### src/ckoc_pkg.sv
// Package of constants and types for the clock output and general pin control block
package ckoc_pkg;
    localparam int NUM_OUT = 12;
    localparam int NUM_GPIO = 4;
    localparam int NUM_REUSE = 2;
    localparam int REUSE_OUT_A = 2;
    localparam int REUSE_OUT_B = 11;
    localparam int ADDR_PIN = 3;
    localparam int FREQ_W = 32;
    localparam int DELAY_W = 8;
    localparam int DIV_W = 16;
    localparam int PHASE_W = 16;
    // Values after reset
    localparam logic [FREQ_W-1:0] FREQ_RST = 32'h0000_0000;
    localparam logic [PHASE_W-1:0] PHASE_RST = 16'h0000;
    localparam logic [1:0] CMD_RST = 2'h0;
    // Crosspoint sources
    typedef enum logic [1:0] {
        CKOC_SRC_LOOP = 2'h0,
        CKOC_SRC_REF = 2'h1,
        CKOC_SRC_FRAC_A = 2'h2,
        CKOC_SRC_FRAC_B = 2'h3
    } ckoc_src_t;
    // Disabled output states
    typedef enum logic [1:0] {
        CKOC_DIS_HIGH = 2'h0,
        CKOC_DIS_LOW = 2'h1,
        CKOC_DIS_HIZ = 2'h2,
        CKOC_DIS_WEAK = 2'h3
    } ckoc_dis_t;
    // General pin functions
    typedef enum logic [2:0] {
        CKOC_FN_NONE = 3'h0,
        CKOC_FN_STEP_UP = 3'h1,
        CKOC_FN_STEP_DN = 3'h2,
        CKOC_FN_EN0 = 3'h3,
        CKOC_FN_EN1 = 3'h4,
        CKOC_FN_REF_LOSS = 3'h5,
        CKOC_FN_IRQ = 3'h6,
        CKOC_FN_ADDR1 = 3'h7
    } ckoc_fn_t;
    // One-hot states of the oscillator stepper
    typedef enum logic [3:0] {
        CKOC_ST_IDLE = 4'b0001,
        CKOC_ST_UP = 4'b0010,
        CKOC_ST_DOWN = 4'b0100,
        CKOC_ST_HOLD = 4'b1000
    } ckoc_state_t;
endpackage

### src/ckoc_top.sv
// Clock output routing, enables, stepping and general pin control
`timescale 1ns/1ps
module ckoc_top
    import ckoc_pkg::*;
(
    // Clock and reset
    input wire logic i_clk,
    input wire logic i_sys_rst,
    // Stored settings loaded at power-up
    input wire logic i_nvm_load,
    input wire logic [2*NUM_OUT-1:0] i_nvm_route,
    input wire logic [DELAY_W*NUM_OUT-1:0] i_nvm_delay,
    // Source clocks for the crosspoint
    input wire logic i_loop_clk,
    input wire logic i_ref_clk,
    input wire logic i_frac_a_clk,
    input wire logic i_frac_b_clk,
    // Divider settings
    input wire logic [DIV_W*NUM_OUT-1:0] i_int_div,
    input wire logic [DIV_W*NUM_OUT-1:0] i_final_div,
    input wire logic [DIV_W-1:0] i_frac_a_val,
    input wire logic i_frac_a_is_frac,
    input wire logic [DIV_W-1:0] i_frac_b_val,
    input wire logic i_frac_b_is_frac,
    // Output control
    input wire logic [2*NUM_OUT-1:0] i_dis_mode,
    input wire logic [NUM_OUT-1:0] i_slow_out,
    input wire logic [NUM_OUT-1:0] i_api_en0,
    input wire logic [NUM_OUT-1:0] i_api_en1,
    input wire logic [NUM_OUT-1:0] i_grp0_map,
    input wire logic [NUM_OUT-1:0] i_grp1_map,
    input wire logic i_fine_skew,
    input wire logic i_run,
    // Host commands (single-cycle pulses)
    input wire logic i_cmd_ref_sel,
    input wire logic i_cmd_ref_val,
    input wire logic i_cmd_phase_adv,
    input wire logic i_cmd_phase_ret,
    input wire logic i_cmd_freq_up,
    input wire logic i_cmd_freq_dn,
    input wire logic i_cmd_fb_up,
    input wire logic i_cmd_fb_dn,
    input wire logic [FREQ_W-1:0] i_step_word,
    // Status sources
    input wire logic i_loop_lock_lost,
    input wire logic i_xtal_lost,
    input wire logic i_osc_in_lost,
    input wire logic [1:0] i_irq_mask,
    input wire logic i_irq_and_mode,
    input wire logic [1:0] i_sticky_clr,
    // General pins
    input wire logic [3*NUM_GPIO-1:0] i_gpio_fn,
    input wire logic [NUM_GPIO-1:0] i_gpio_low,
    input wire logic [NUM_GPIO-1:0] i_gpio_in,
    input wire logic [NUM_GPIO-1:0] i_gpio_driven,
    input wire logic i_serial_out,
    // Clock pads
    output logic [NUM_OUT-1:0] o_clk_pad,
    output logic [NUM_OUT-1:0] o_clk_pad_oe,
    output logic [NUM_OUT-1:0] o_clk_weak,
    // General pin drive
    output logic [NUM_GPIO-1:0] o_gpio_out,
    output logic [NUM_GPIO-1:0] o_gpio_oe,
    output logic [NUM_REUSE-1:0] o_reuse_out,
    // Status and settings
    output logic o_reference_loss,
    output logic o_interrupt_request_out,
    output logic o_ref_sel,
    output logic [FREQ_W-1:0] o_freq_offset,
    output logic [FREQ_W-1:0] o_fb_offset,
    output logic [PHASE_W-1:0] o_phase,
    output logic [2*NUM_OUT-1:0] o_route,
    output logic [DELAY_W*NUM_OUT-1:0] o_delay,
    output logic [DIV_W*NUM_OUT-1:0] o_final_div_eff,
    output logic [2*DIV_W+1:0] o_frac_cfg,
    output logic [1:0] o_sticky
);
    // Gather functions from general pins with polarity and defaults
    function automatic logic fn_seen(input logic [3*NUM_GPIO-1:0] fns, input logic [2:0] f,
                                     input logic [NUM_GPIO-1:0] lvl, input logic dflt);
        logic hit;
        logic val;
        hit = 1'b0;
        val = 1'b0;
        for (int i = 0; i < NUM_GPIO; i++) begin
            if (fns[3*i +: 3] == f) begin
                hit = 1'b1;
                val = val | lvl[i];
            end
        end
        return hit ? val : dflt;
    endfunction

    logic [NUM_GPIO-1:0] pin_lvl;
    logic [NUM_GPIO-1:0] pin_rise;
    logic [NUM_GPIO-1:0] pin_act;
    logic [NUM_GPIO-1:0] up_rise_v;
    logic [NUM_GPIO-1:0] dn_rise_v;
    logic en0_pin;
    logic en1_pin;
    logic pin_up;
    logic pin_dn;
    logic ref_loss_d;
    logic [1:0] sticky_q;
    logic [1:0] sticky_d;
    logic [1:0] sticky_m;
    logic irq_d;
    logic ref_sel_q;
    logic [FREQ_W-1:0] freq_q;
    logic [FREQ_W-1:0] fb_q;
    logic [PHASE_W-1:0] phase_q;
    logic [PHASE_W-1:0] phase_step;
    logic up_req;
    logic dn_req;
    ckoc_state_t st_q;
    ckoc_state_t st_d;
    logic [2*NUM_OUT-1:0] route_q;
    logic [DELAY_W*NUM_OUT-1:0] delay_q;
    logic [NUM_OUT-1:0] src_clk;
    logic [NUM_OUT-1:0] pad_w;
    logic [NUM_OUT-1:0] oe_w;
    logic [NUM_OUT-1:0] weak_w;
    logic [NUM_GPIO-1:0] gpo_d;
    logic [NUM_GPIO-1:0] gpo_oe_d;

    // Pin synchronisers; undriven pins fall back to their function default
    genvar g;
    generate
        for (g = 0; g < NUM_GPIO; g++) begin : g_pin
            logic dflt;
            ckoc_sync u_sync (
                .i_clk(i_clk),
                .i_sys_rst(i_sys_rst),
                .i_pin(i_gpio_in[g] ^ i_gpio_low[g]),
                .o_level(pin_lvl[g]),
                .o_rise(pin_rise[g])
            );
            assign dflt = (i_gpio_fn[3*g +: 3] == CKOC_FN_EN0) |
                          (i_gpio_fn[3*g +: 3] == CKOC_FN_EN1);
            assign pin_act[g] = i_gpio_driven[g] ? pin_lvl[g] : dflt;
            assign up_rise_v[g] = pin_rise[g] & (i_gpio_fn[3*g +: 3] == CKOC_FN_STEP_UP);
            assign dn_rise_v[g] = pin_rise[g] & (i_gpio_fn[3*g +: 3] == CKOC_FN_STEP_DN);
        end
    endgenerate

    // Pin functions collected; enables default to asserted when unassigned
    assign en0_pin = fn_seen(i_gpio_fn, CKOC_FN_EN0, pin_act, 1'b1);
    assign en1_pin = fn_seen(i_gpio_fn, CKOC_FN_EN1, pin_act, 1'b1);
    assign pin_up = |up_rise_v;
    assign pin_dn = |dn_rise_v;

    // Status: reference loss from either source, sticky copies, interrupt combine
    assign ref_loss_d = i_xtal_lost | i_osc_in_lost;
    assign sticky_d = (sticky_q & ~i_sticky_clr) | {ref_loss_d, i_loop_lock_lost};
    assign sticky_m = sticky_q & i_irq_mask;
    // AND mode needs every enabled sticky; OR mode any one
    assign irq_d = i_irq_and_mode ? ((sticky_m == i_irq_mask) & (|i_irq_mask))
                                  : (|sticky_m);

    // Step requests; pins only reach the oscillator, and only while locked
    assign up_req = (i_cmd_freq_up | pin_up) & ~i_loop_lock_lost;
    assign dn_req = (i_cmd_freq_dn | pin_dn) & ~i_loop_lock_lost;
    assign phase_step = i_fine_skew ? 16'h0001 : 16'h0004;

    // Stepper state machine: one step per request
    always_comb begin
        st_d = CKOC_ST_IDLE;
        case (st_q)
            CKOC_ST_IDLE: begin
                if (up_req && !dn_req) st_d = CKOC_ST_UP;
                else if (dn_req && !up_req) st_d = CKOC_ST_DOWN;
                else st_d = CKOC_ST_IDLE;
            end
            CKOC_ST_UP: st_d = CKOC_ST_HOLD;
            CKOC_ST_DOWN: st_d = CKOC_ST_HOLD;
            CKOC_ST_HOLD: st_d = CKOC_ST_IDLE;
            default: st_d = CKOC_ST_IDLE;
        endcase
    end

    // Frequency, feedback and phase accumulators; ref select on command only
    always_ff @(posedge i_clk or posedge i_sys_rst) begin
        if (i_sys_rst) begin
            st_q <= CKOC_ST_IDLE;
            freq_q <= FREQ_RST;
            fb_q <= FREQ_RST;
            phase_q <= PHASE_RST;
            ref_sel_q <= 1'b0;
            sticky_q <= CMD_RST;
        end else begin
            st_q <= st_d;
            if (st_q == CKOC_ST_UP) freq_q <= freq_q + i_step_word;
            else if (st_q == CKOC_ST_DOWN) freq_q <= freq_q - i_step_word;
            if (i_cmd_fb_up && !i_loop_lock_lost) fb_q <= fb_q + i_step_word;
            else if (i_cmd_fb_dn && !i_loop_lock_lost) fb_q <= fb_q - i_step_word;
            if (i_cmd_phase_adv && !i_cmd_phase_ret) phase_q <= phase_q + phase_step;
            else if (i_cmd_phase_ret && !i_cmd_phase_adv) phase_q <= phase_q - phase_step;
            if (i_cmd_ref_sel) ref_sel_q <= i_cmd_ref_val;
            sticky_q <= sticky_d;
        end
    end

    // Routing and delays captured from storage on load strobe
    always_ff @(posedge i_clk or posedge i_sys_rst) begin
        if (i_sys_rst) begin
            route_q <= '0;
            delay_q <= '0;
        end else if (i_nvm_load) begin
            route_q <= i_nvm_route;
            delay_q <= i_nvm_delay;
        end
    end

    // Crosspoint and output lanes
    generate
        for (g = 0; g < NUM_OUT; g++) begin : g_out
            ckoc_src_t src;
            logic frac_fed;
            assign src = ckoc_src_t'(route_q[2*g +: 2]);
            assign frac_fed = (src == CKOC_SRC_FRAC_A) | (src == CKOC_SRC_FRAC_B);
            assign src_clk[g] = (src == CKOC_SRC_LOOP) ? i_loop_clk :
                                (src == CKOC_SRC_REF) ? i_ref_clk :
                                (src == CKOC_SRC_FRAC_A) ? i_frac_a_clk : i_frac_b_clk;
            // Final divider only for fractional-fed lanes; integer path bypasses it
            always_ff @(posedge i_clk or posedge i_sys_rst) begin
                if (i_sys_rst) begin
                    o_final_div_eff[DIV_W*g +: DIV_W] <= '0;
                end else begin
                    o_final_div_eff[DIV_W*g +: DIV_W] <= frac_fed ? i_final_div[DIV_W*g +: DIV_W]
                                                                 : i_int_div[DIV_W*g +: DIV_W];
                end
            end
            ckoc_outlane u_lane (
                .i_clk(i_clk),
                .i_sys_rst(i_sys_rst),
                .i_en_grp0(en0_pin & i_grp0_map[g] | i_api_en0[g]),
                .i_en_grp1(en1_pin & i_grp1_map[g] | i_api_en1[g]),
                .i_run(i_run),
                .i_slow(i_slow_out[g]),
                .i_dis_mode(ckoc_dis_t'(i_dis_mode[2*g +: 2])),
                .i_clk_src(src_clk[g]),
                .o_pad(pad_w[g]),
                .o_pad_oe(oe_w[g]),
                .o_weak_pull(weak_w[g])
            );
            assign o_clk_pad[g] = pad_w[g];
            assign o_clk_pad_oe[g] = oe_w[g];
            assign o_clk_weak[g] = weak_w[g];
            // Status outputs are push-pull; address bit only on pin three
            if (g < NUM_GPIO) begin : g_gpo
                logic [2:0] fn;
                logic val;
                assign fn = i_gpio_fn[3*g +: 3];
                assign val = (fn == CKOC_FN_REF_LOSS) ? ref_loss_d :
                             (fn == CKOC_FN_IRQ) ? irq_d :
                             (fn == CKOC_FN_ADDR1 && g == ADDR_PIN) ? i_serial_out : 1'b0;
                assign gpo_d[g] = val ^ i_gpio_low[g];
                assign gpo_oe_d[g] = (fn == CKOC_FN_REF_LOSS) | (fn == CKOC_FN_IRQ) |
                                     (fn == CKOC_FN_ADDR1 && g == ADDR_PIN);
            end
        end
    endgenerate

    // Registered status, settings and general pin drive
    always_ff @(posedge i_clk or posedge i_sys_rst) begin
        if (i_sys_rst) begin
            o_gpio_out <= '0;
            o_gpio_oe <= '0;
            o_reuse_out <= '0;
            o_reference_loss <= 1'b0;
            o_interrupt_request_out <= 1'b0;
            o_ref_sel <= 1'b0;
            o_freq_offset <= FREQ_RST;
            o_fb_offset <= FREQ_RST;
            o_phase <= PHASE_RST;
            o_route <= '0;
            o_delay <= '0;
            o_frac_cfg <= '0;
            o_sticky <= CMD_RST;
        end else begin
            o_gpio_out <= gpo_d;
            o_gpio_oe <= gpo_oe_d;
            // Reused clock outputs carry reference loss (A) or the interrupt (B) when their clock pad is not driven
            o_reuse_out <= {~oe_w[REUSE_OUT_B] & irq_d,
                            ~oe_w[REUSE_OUT_A] & ref_loss_d};
            o_reference_loss <= ref_loss_d;
            o_interrupt_request_out <= irq_d;
            o_ref_sel <= ref_sel_q;
            o_freq_offset <= freq_q;
            o_fb_offset <= fb_q;
            o_phase <= phase_q;
            o_route <= route_q;
            o_delay <= delay_q;
            o_frac_cfg <= {i_frac_b_is_frac, i_frac_b_val, i_frac_a_is_frac, i_frac_a_val};
            o_sticky <= sticky_q;
        end
    end

    // Checks
    AST_REF_LOSS: assert property (@(posedge i_clk) disable iff (i_sys_rst)
        (i_xtal_lost | i_osc_in_lost) |=> o_reference_loss)
        else $error("reference loss not reported");
    AST_STEP_UP: assert property (@(posedge i_clk) disable iff (i_sys_rst)
        (st_q == CKOC_ST_UP) |=> freq_q == $past(freq_q) + $past(i_step_word))
        else $error("increment did not add step word");
    AST_STEP_DN: assert property (@(posedge i_clk) disable iff (i_sys_rst)
        (st_q == CKOC_ST_DOWN) |=> freq_q == $past(freq_q) - $past(i_step_word))
        else $error("decrement did not subtract step word");
    AST_ONE_STEP: assert property (@(posedge i_clk) disable iff (i_sys_rst)
        (st_q == CKOC_ST_UP) |=> (st_q == CKOC_ST_HOLD) ##1 (st_q == CKOC_ST_IDLE))
        else $error("step not single");
    AST_STICKY: assert property (@(posedge i_clk) disable iff (i_sys_rst)
        (sticky_q[0] && !i_sticky_clr[0]) |=> sticky_q[0])
        else $error("sticky dropped without clear");
    AST_REF_HOLD: assert property (@(posedge i_clk) disable iff (i_sys_rst)
        !i_cmd_ref_sel |=> $stable(ref_sel_q))
        else $error("reference changed without command");
    AST_LOCKED: assert property (@(posedge i_clk) disable iff (i_sys_rst)
        (i_loop_lock_lost && st_q == CKOC_ST_IDLE) |=> st_q == CKOC_ST_IDLE)
        else $error("step while unlocked");
    AST_IRQ: assert property (@(posedge i_clk) disable iff (i_sys_rst)
        (!i_irq_and_mode && |(sticky_q & i_irq_mask)) |=> o_interrupt_request_out)
        else $error("interrupt missing");
    COV_UP: cover property (@(posedge i_clk) disable iff (i_sys_rst) st_q == CKOC_ST_UP);
    COV_DN: cover property (@(posedge i_clk) disable iff (i_sys_rst) st_q == CKOC_ST_DOWN);
    COV_IRQ: cover property (@(posedge i_clk) disable iff (i_sys_rst) o_interrupt_request_out);
endmodule

### src/ckoc_sync.sv
// Two-stage synchroniser with rising edge pulse for pin inputs
`timescale 1ns/1ps
module ckoc_sync
    import ckoc_pkg::*;
(
    // Clock and reset
    input wire logic i_clk,
    input wire logic i_sys_rst,
    // Pin and results
    input wire logic i_pin,
    output logic o_level,
    output logic o_rise
);
    logic meta_q;
    logic sync_q;
    logic prev_q;
    // First stage is read only by the second stage
    always_ff @(posedge i_clk or posedge i_sys_rst) begin
        if (i_sys_rst) begin
            meta_q <= 1'b0;
            sync_q <= 1'b0;
            prev_q <= 1'b0;
        end else begin
            meta_q <= i_pin;
            sync_q <= meta_q;
            prev_q <= sync_q;
        end
    end
    assign o_level = sync_q;
    // One pulse per assertion so a held pin steps once
    assign o_rise = sync_q & ~prev_q;
endmodule

### src/ckoc_outlane.sv
// One output lane: enable OR, disabled state and pad controls
`timescale 1ns/1ps
module ckoc_outlane
    import ckoc_pkg::*;
(
    // Clock and reset
    input wire logic i_clk,
    input wire logic i_sys_rst,
    // Controls
    input wire logic i_en_grp0,
    input wire logic i_en_grp1,
    input wire logic i_run,
    input wire logic i_slow,
    input wire ckoc_dis_t i_dis_mode,
    input wire logic i_clk_src,
    // Pad
    output logic o_pad,
    output logic o_pad_oe,
    output logic o_weak_pull
);
    logic en;
    logic weak_ok;
    logic pad_d;
    logic oe_d;
    // Either group enables the lane; nothing toggles during reset
    assign en = (i_en_grp0 | i_en_grp1) & i_run;
    // Weak pull only allowed on slow single-ended lanes, else plain high impedance
    assign weak_ok = (i_dis_mode == CKOC_DIS_WEAK) & i_slow;
    assign pad_d = en ? i_clk_src : (i_dis_mode == CKOC_DIS_HIGH);
    assign oe_d = en | (i_dis_mode == CKOC_DIS_HIGH) | (i_dis_mode == CKOC_DIS_LOW);
    always_ff @(posedge i_clk or posedge i_sys_rst) begin
        if (i_sys_rst) begin
            o_pad <= 1'b0;
            o_pad_oe <= 1'b0;
            o_weak_pull <= 1'b0;
        end else begin
            o_pad <= pad_d;
            o_pad_oe <= oe_d;
            o_weak_pull <= ~en & weak_ok;
        end
    end
endmodule

### config.mk
export PLATFORM = sky130hd
export DESIGN_NAME = ckoc_top
export DESIGN_NICKNAME = d
export VERILOG_FILES = /design/src/ckoc_pkg.sv /design/src/ckoc_top.sv /design/src/ckoc_sync.sv /design/src/ckoc_outlane.sv
export SDC_FILE = /design/constraint.sdc
export NUM_CORES = 1
export LEC_CHECK = 0
export ABC_AREA = 0
export BUFFER_PORTS_ARGS = -buffer_cell sky130_fd_sc_hd__buf_2
export CAP_MARGIN = 20
export CORE_AREA = 8 8 455 457
export CTS_CLUSTER_SIZE = 10
export DETAILED_ROUTE_END_ITERATION = 10
export DIE_AREA = 0 0 463 465
export PLACE_DENSITY = 0.39
export SLEW_MARGIN = 20
export SYNTH_ARGS = -nofsm -noshare
export SYNTH_HDL_FRONTEND = slang
export SYNTH_SLANG_ARGS = --single-unit
### constraint.sdc
create_clock -name i_clk -period 57.7 [get_ports i_clk]
set_input_delay 11.54 -clock i_clk [delete_from_list [all_inputs] [get_ports i_clk]]
set_output_delay 11.54 -clock i_clk [all_outputs]
set_load 0.05 [all_outputs]
==> metrics.md <==
| Metric | Value |
|---|---|
| Clock skew | 0.0526 ns |
| Post-route clock period utilization | 26.9% |
| # setup viols final | 0 |
| Slew margin rel. | 24.8% |
| H-tree Lvls | 3 |
| Vias per std cell | 3.65 |
| Yosys warning count | 0 |
| # resized after CTS | 0 |
| Post-synth top flop | dfrtp_1 |
| Layout cell share with drive strength beyond 1 | 49.5% |
| Ys async rst share | 100% |
| CP Max Fanout | 9 |
| Most common cell after layout, fill and taps aside | buf_2 |
| WL per Instance | 25.1 µm |
| Synthesis-stage register bit count | 696 |
| PortBufs | 1,180 |
| Num ports | 1,181 |
| Unique masters post-synth | 77 |
| Cts bufs inserted | 91 |
| Rows | 165 |
| Cell count after synthesis | 2,179 |
| Setup bufs post-CTS | 0 |
| 1st-pass router iterations | 5 |
| First-pass GRT wire length | 207,000 µm |
| Pwr Total | 1890 µW |
| Commonest non-fill, non-tap cells in the layout | buf_2 (1,179), dfrtp_1 (695), mux2_2 (315) |
| Syn Area/Cell | 13.2 µm² |
| Critical path class | in2reg |
| DR vias | 22,300 |
| Total die area | 215,000 µm² |
| Die height | 465 µm |
| Die W | 463 µm |
| Core ar. | 200,000 µm² |
| Congestion Overflow GR | 0 |
| Minimum clock period | 15.49 ns |
| Unrepaired setup endpoints after global routing | false |
| Least-Margin Pin Slew | 1.13 ns |
| Pwr Density | 46.6 nW/µm² |
| # fillers | 22,000 |
| Maximum VDD drop | 20.1 µV |
| Clk_lat worst skew | 0.73 ns |
| Post-detailed-route DRC marker count | 0 |
| P_leak | 0.0189 µW |
| Largest net degree at the start of global routing | 126 |
| Fmax achieved | 0.0645 GHz |
| Clk sinks | 696 |
| Hold Path Origin | delay_q[86] |
| Setup_tns | 0 ns |
| Status | complete, no violations |
| Routed WL | 153,000 µm |
| Max Cap Viol | 0 |
| Worst Hold End | o_delay[86] |
| Nets | 4,171 |
| CTS Hold Bufs | 0 |
| Vias in the first global route | 24,100 |
| Max Slew Vio Count | 0 |
| Clk pin slew, worst setup/hold paths | 0.05 ns |
| Capturing point of the worst reg2reg path | freq_q[29] |
| Routability Congestion | 0.872 |
| CTS tree | done |
| Crit path capture type | flip-flop |
| Clock root buffer | clkbuf_16 |
| EDFF count, synth | 0 |
| Placed wire-length estimate | 128,000 µm |
| Final Hold Viols | 0 |
| Reg2Reg Launch Point | st_q[0] |
| Area of the mapped netlist | 28,700 µm² |
| Initial core utilization | 14.3% |
| Seq/Total Area, Yosys | 60.8% |
| Worst EP required | 58.32 ns |
| Worst Hold Class | reg2reg |
| Crit path launch type | input port |
| CP Data Arrival Time | 16.12 ns |
| Initial antenna violation count | 93 |
| Clock tree buffer depth | 3 |
| R2r worst-path depth | 15 |
| Min-Delay Path Depth | 0 |
| R2r setup slk | 53.28 ns |
| Drt initial violations | 999 |
| DRT antenna net count | 0 |
| Gr usage total | 13.8% |
| Synth Net Count | 2,981 |
| Area grow syn2layout | 41.7% |
-- where the power goes --
part / internal, µW / switching (µW) / leakage (µW)
Combinational: 210 / 466 / 0.00928
Sequential: 580 / 62.6 / 0.00822
Clock: 341 / 232 / 0.00145
Total: 1130 / 761 / 0.0189
-- cell usage after synthesis (8+ instances only) --
cell | n | area (µm²)
o21ai_0 | 100 | 500
nor3_1 | 17 | 85.1
o31ai_1 | 24 | 180
and3_1 | 11 | 68.8
xor2_1 | 72 | 631
nand4_1 | 15 | 93.8
mux2_2 | 315 | 3550
nand2_1 | 168 | 631
ha_1 | 95 | 1190
a21o_1 | 34 | 255
inv_1 | 35 | 131
clkbuf_1 | 70 | 263
nand3_1 | 27 | 135
buf_4 | 36 | 270
mux4_2 | 12 | 270
xnor2_1 | 56 | 490
and2_1 | 11 | 68.8
nand3b_1 | 8 | 60.1
nor3b_1 | 12 | 90.1
or3_1 | 8 | 50.1
nor2_1 | 99 | 372
a22o_1 | 13 | 114
o21a_1 | 23 | 173
a21oi_1 | 86 | 430
nand2b_1 | 17 | 106
dfrtp_1 | 695 | 17400
o21bai_1 | 12 | 90.1
nor2b_1 | 9 | 56.3
-- through the flow --
stage	instances	utilization, %	worst slack, ns	instance area, µm²	hold WS, ns
3_3_place_gp	5947	18.8	41.47	37600	0.333
6_report	6112	20.3	42.21	40600	0.341
5_1_grt	6100	20.3	41.83	40600	0.342
2_1_floorplan	2179	-	26.64	28700	0.331
3_5_place_dp	5947	18.8	41.52	37600	0.335
4_1_cts	6093	20.2	42.31	40600	0.329
-- final cells by class --
type | instances | area, µm² | share of cell area, %
inverter | 35 | 139 | 0.342
timing repair buffer | 1207 | 6130 | 15.1
sequential | 696 | 17400 | 42.9
antenna | 18 | 45.0 | 0.111
clock inverter | 27 | 413 | 1.02
multi-input combinational | 1338 | 10600 | 26.0
tap | 2672 | 3340 | 8.23
clock buffer | 119 | 2550 | 6.29
-- worst max-delay path, stage by stage --
cell and delay, ns:
buf_2 0.11, inv_1 0.09, ha_1 0.20, nand2_1 0.12
or4_1 0.63, nor4_2 0.57, and2_1 0.25, nand2_1 0.11
nor3_2 0.29, a21oi_1 0.14, xor2_1 0.16, ha_1 0.39
a21oi_1 0.33, o21bai_1 0.10, a21o_1 0.20, or3_1 0.31
nor3_1 0.15, a21oi_1 0.12, mux2i_1 0.19, xnor2_1 0.14
-- kinds of logic (layout without fill, tap and decap cells) --
logic type	count (synthesis)	count (layout)	synth area share (%)
DFF	696	696	60.8
xor gates and xnor gates	128	128	3.91
muxes	330	330	13.4
AOI/OAI and AO/OA	358	358	8.22
buffers and inverters	145	1388	2.37
other	0	18	0
adders and majority gates	98	98	4.36
and+or+nand+nor	424	424	6.96
-- registers in the layout, indices dropped and copies added (netlist names), 2 cells and up --
| name | count |
|---|---|
| delay_q | 96 |
| fb_q | 32 |
| freq_q | 32 |
| g_out.u_lane.o_pad | 12 |
| g_out.u_lane.o_pad_oe | 12 |
| g_out.u_lane.o_weak_pull | 12 |
| g_pin.u_sync.meta_q | 4 |
| g_pin.u_sync.o_level | 4 |
| g_pin.u_sync.prev_q | 4 |
| o_delay | 96 |
| o_fb_offset | 32 |
| o_final_div_eff | 192 |
| o_frac_cfg | 34 |
| o_freq_offset | 32 |
| o_gpio_oe | 4 |
| o_gpio_out | 4 |
| o_phase | 16 |
| o_reuse_out | 2 |
| o_route | 24 |
| o_sticky | 2 |
| phase_q | 16 |
| route_q | 24 |
| st_q | 4 |
| sticky_q | 2 |
-- layer usage --
metal / global-route usage (%) / part of all wire, % / vias to the layer above
li1: - / - / 10000
met5: 0 / 0.28 / -
met4: 4.47 / 3.2 / 66
met2: 25.3 / 52 / 923
met3: 4.52 / 7.5 / 252
met1: 14.9 / 37 / 11100
-- worst max-delay path by stage --
stage	start	to	slack [ns]	cells after the start
after global placement	i_step_word[0]	fb_q[31]	41.47	20
after floorplan	i_sys_rst	delay_q[0]	26.64	1
after CTS	i_step_word[1]	fb_q[31]	42.31	20
final	i_step_word[1]	fb_q[31]	42.21	20
after detailed placement	i_step_word[0]	fb_q[31]	41.52	20
after global routing	i_step_word[1]	fb_q[31]	41.83	20
Note: power is estimated with default switching activity, not from simulation.
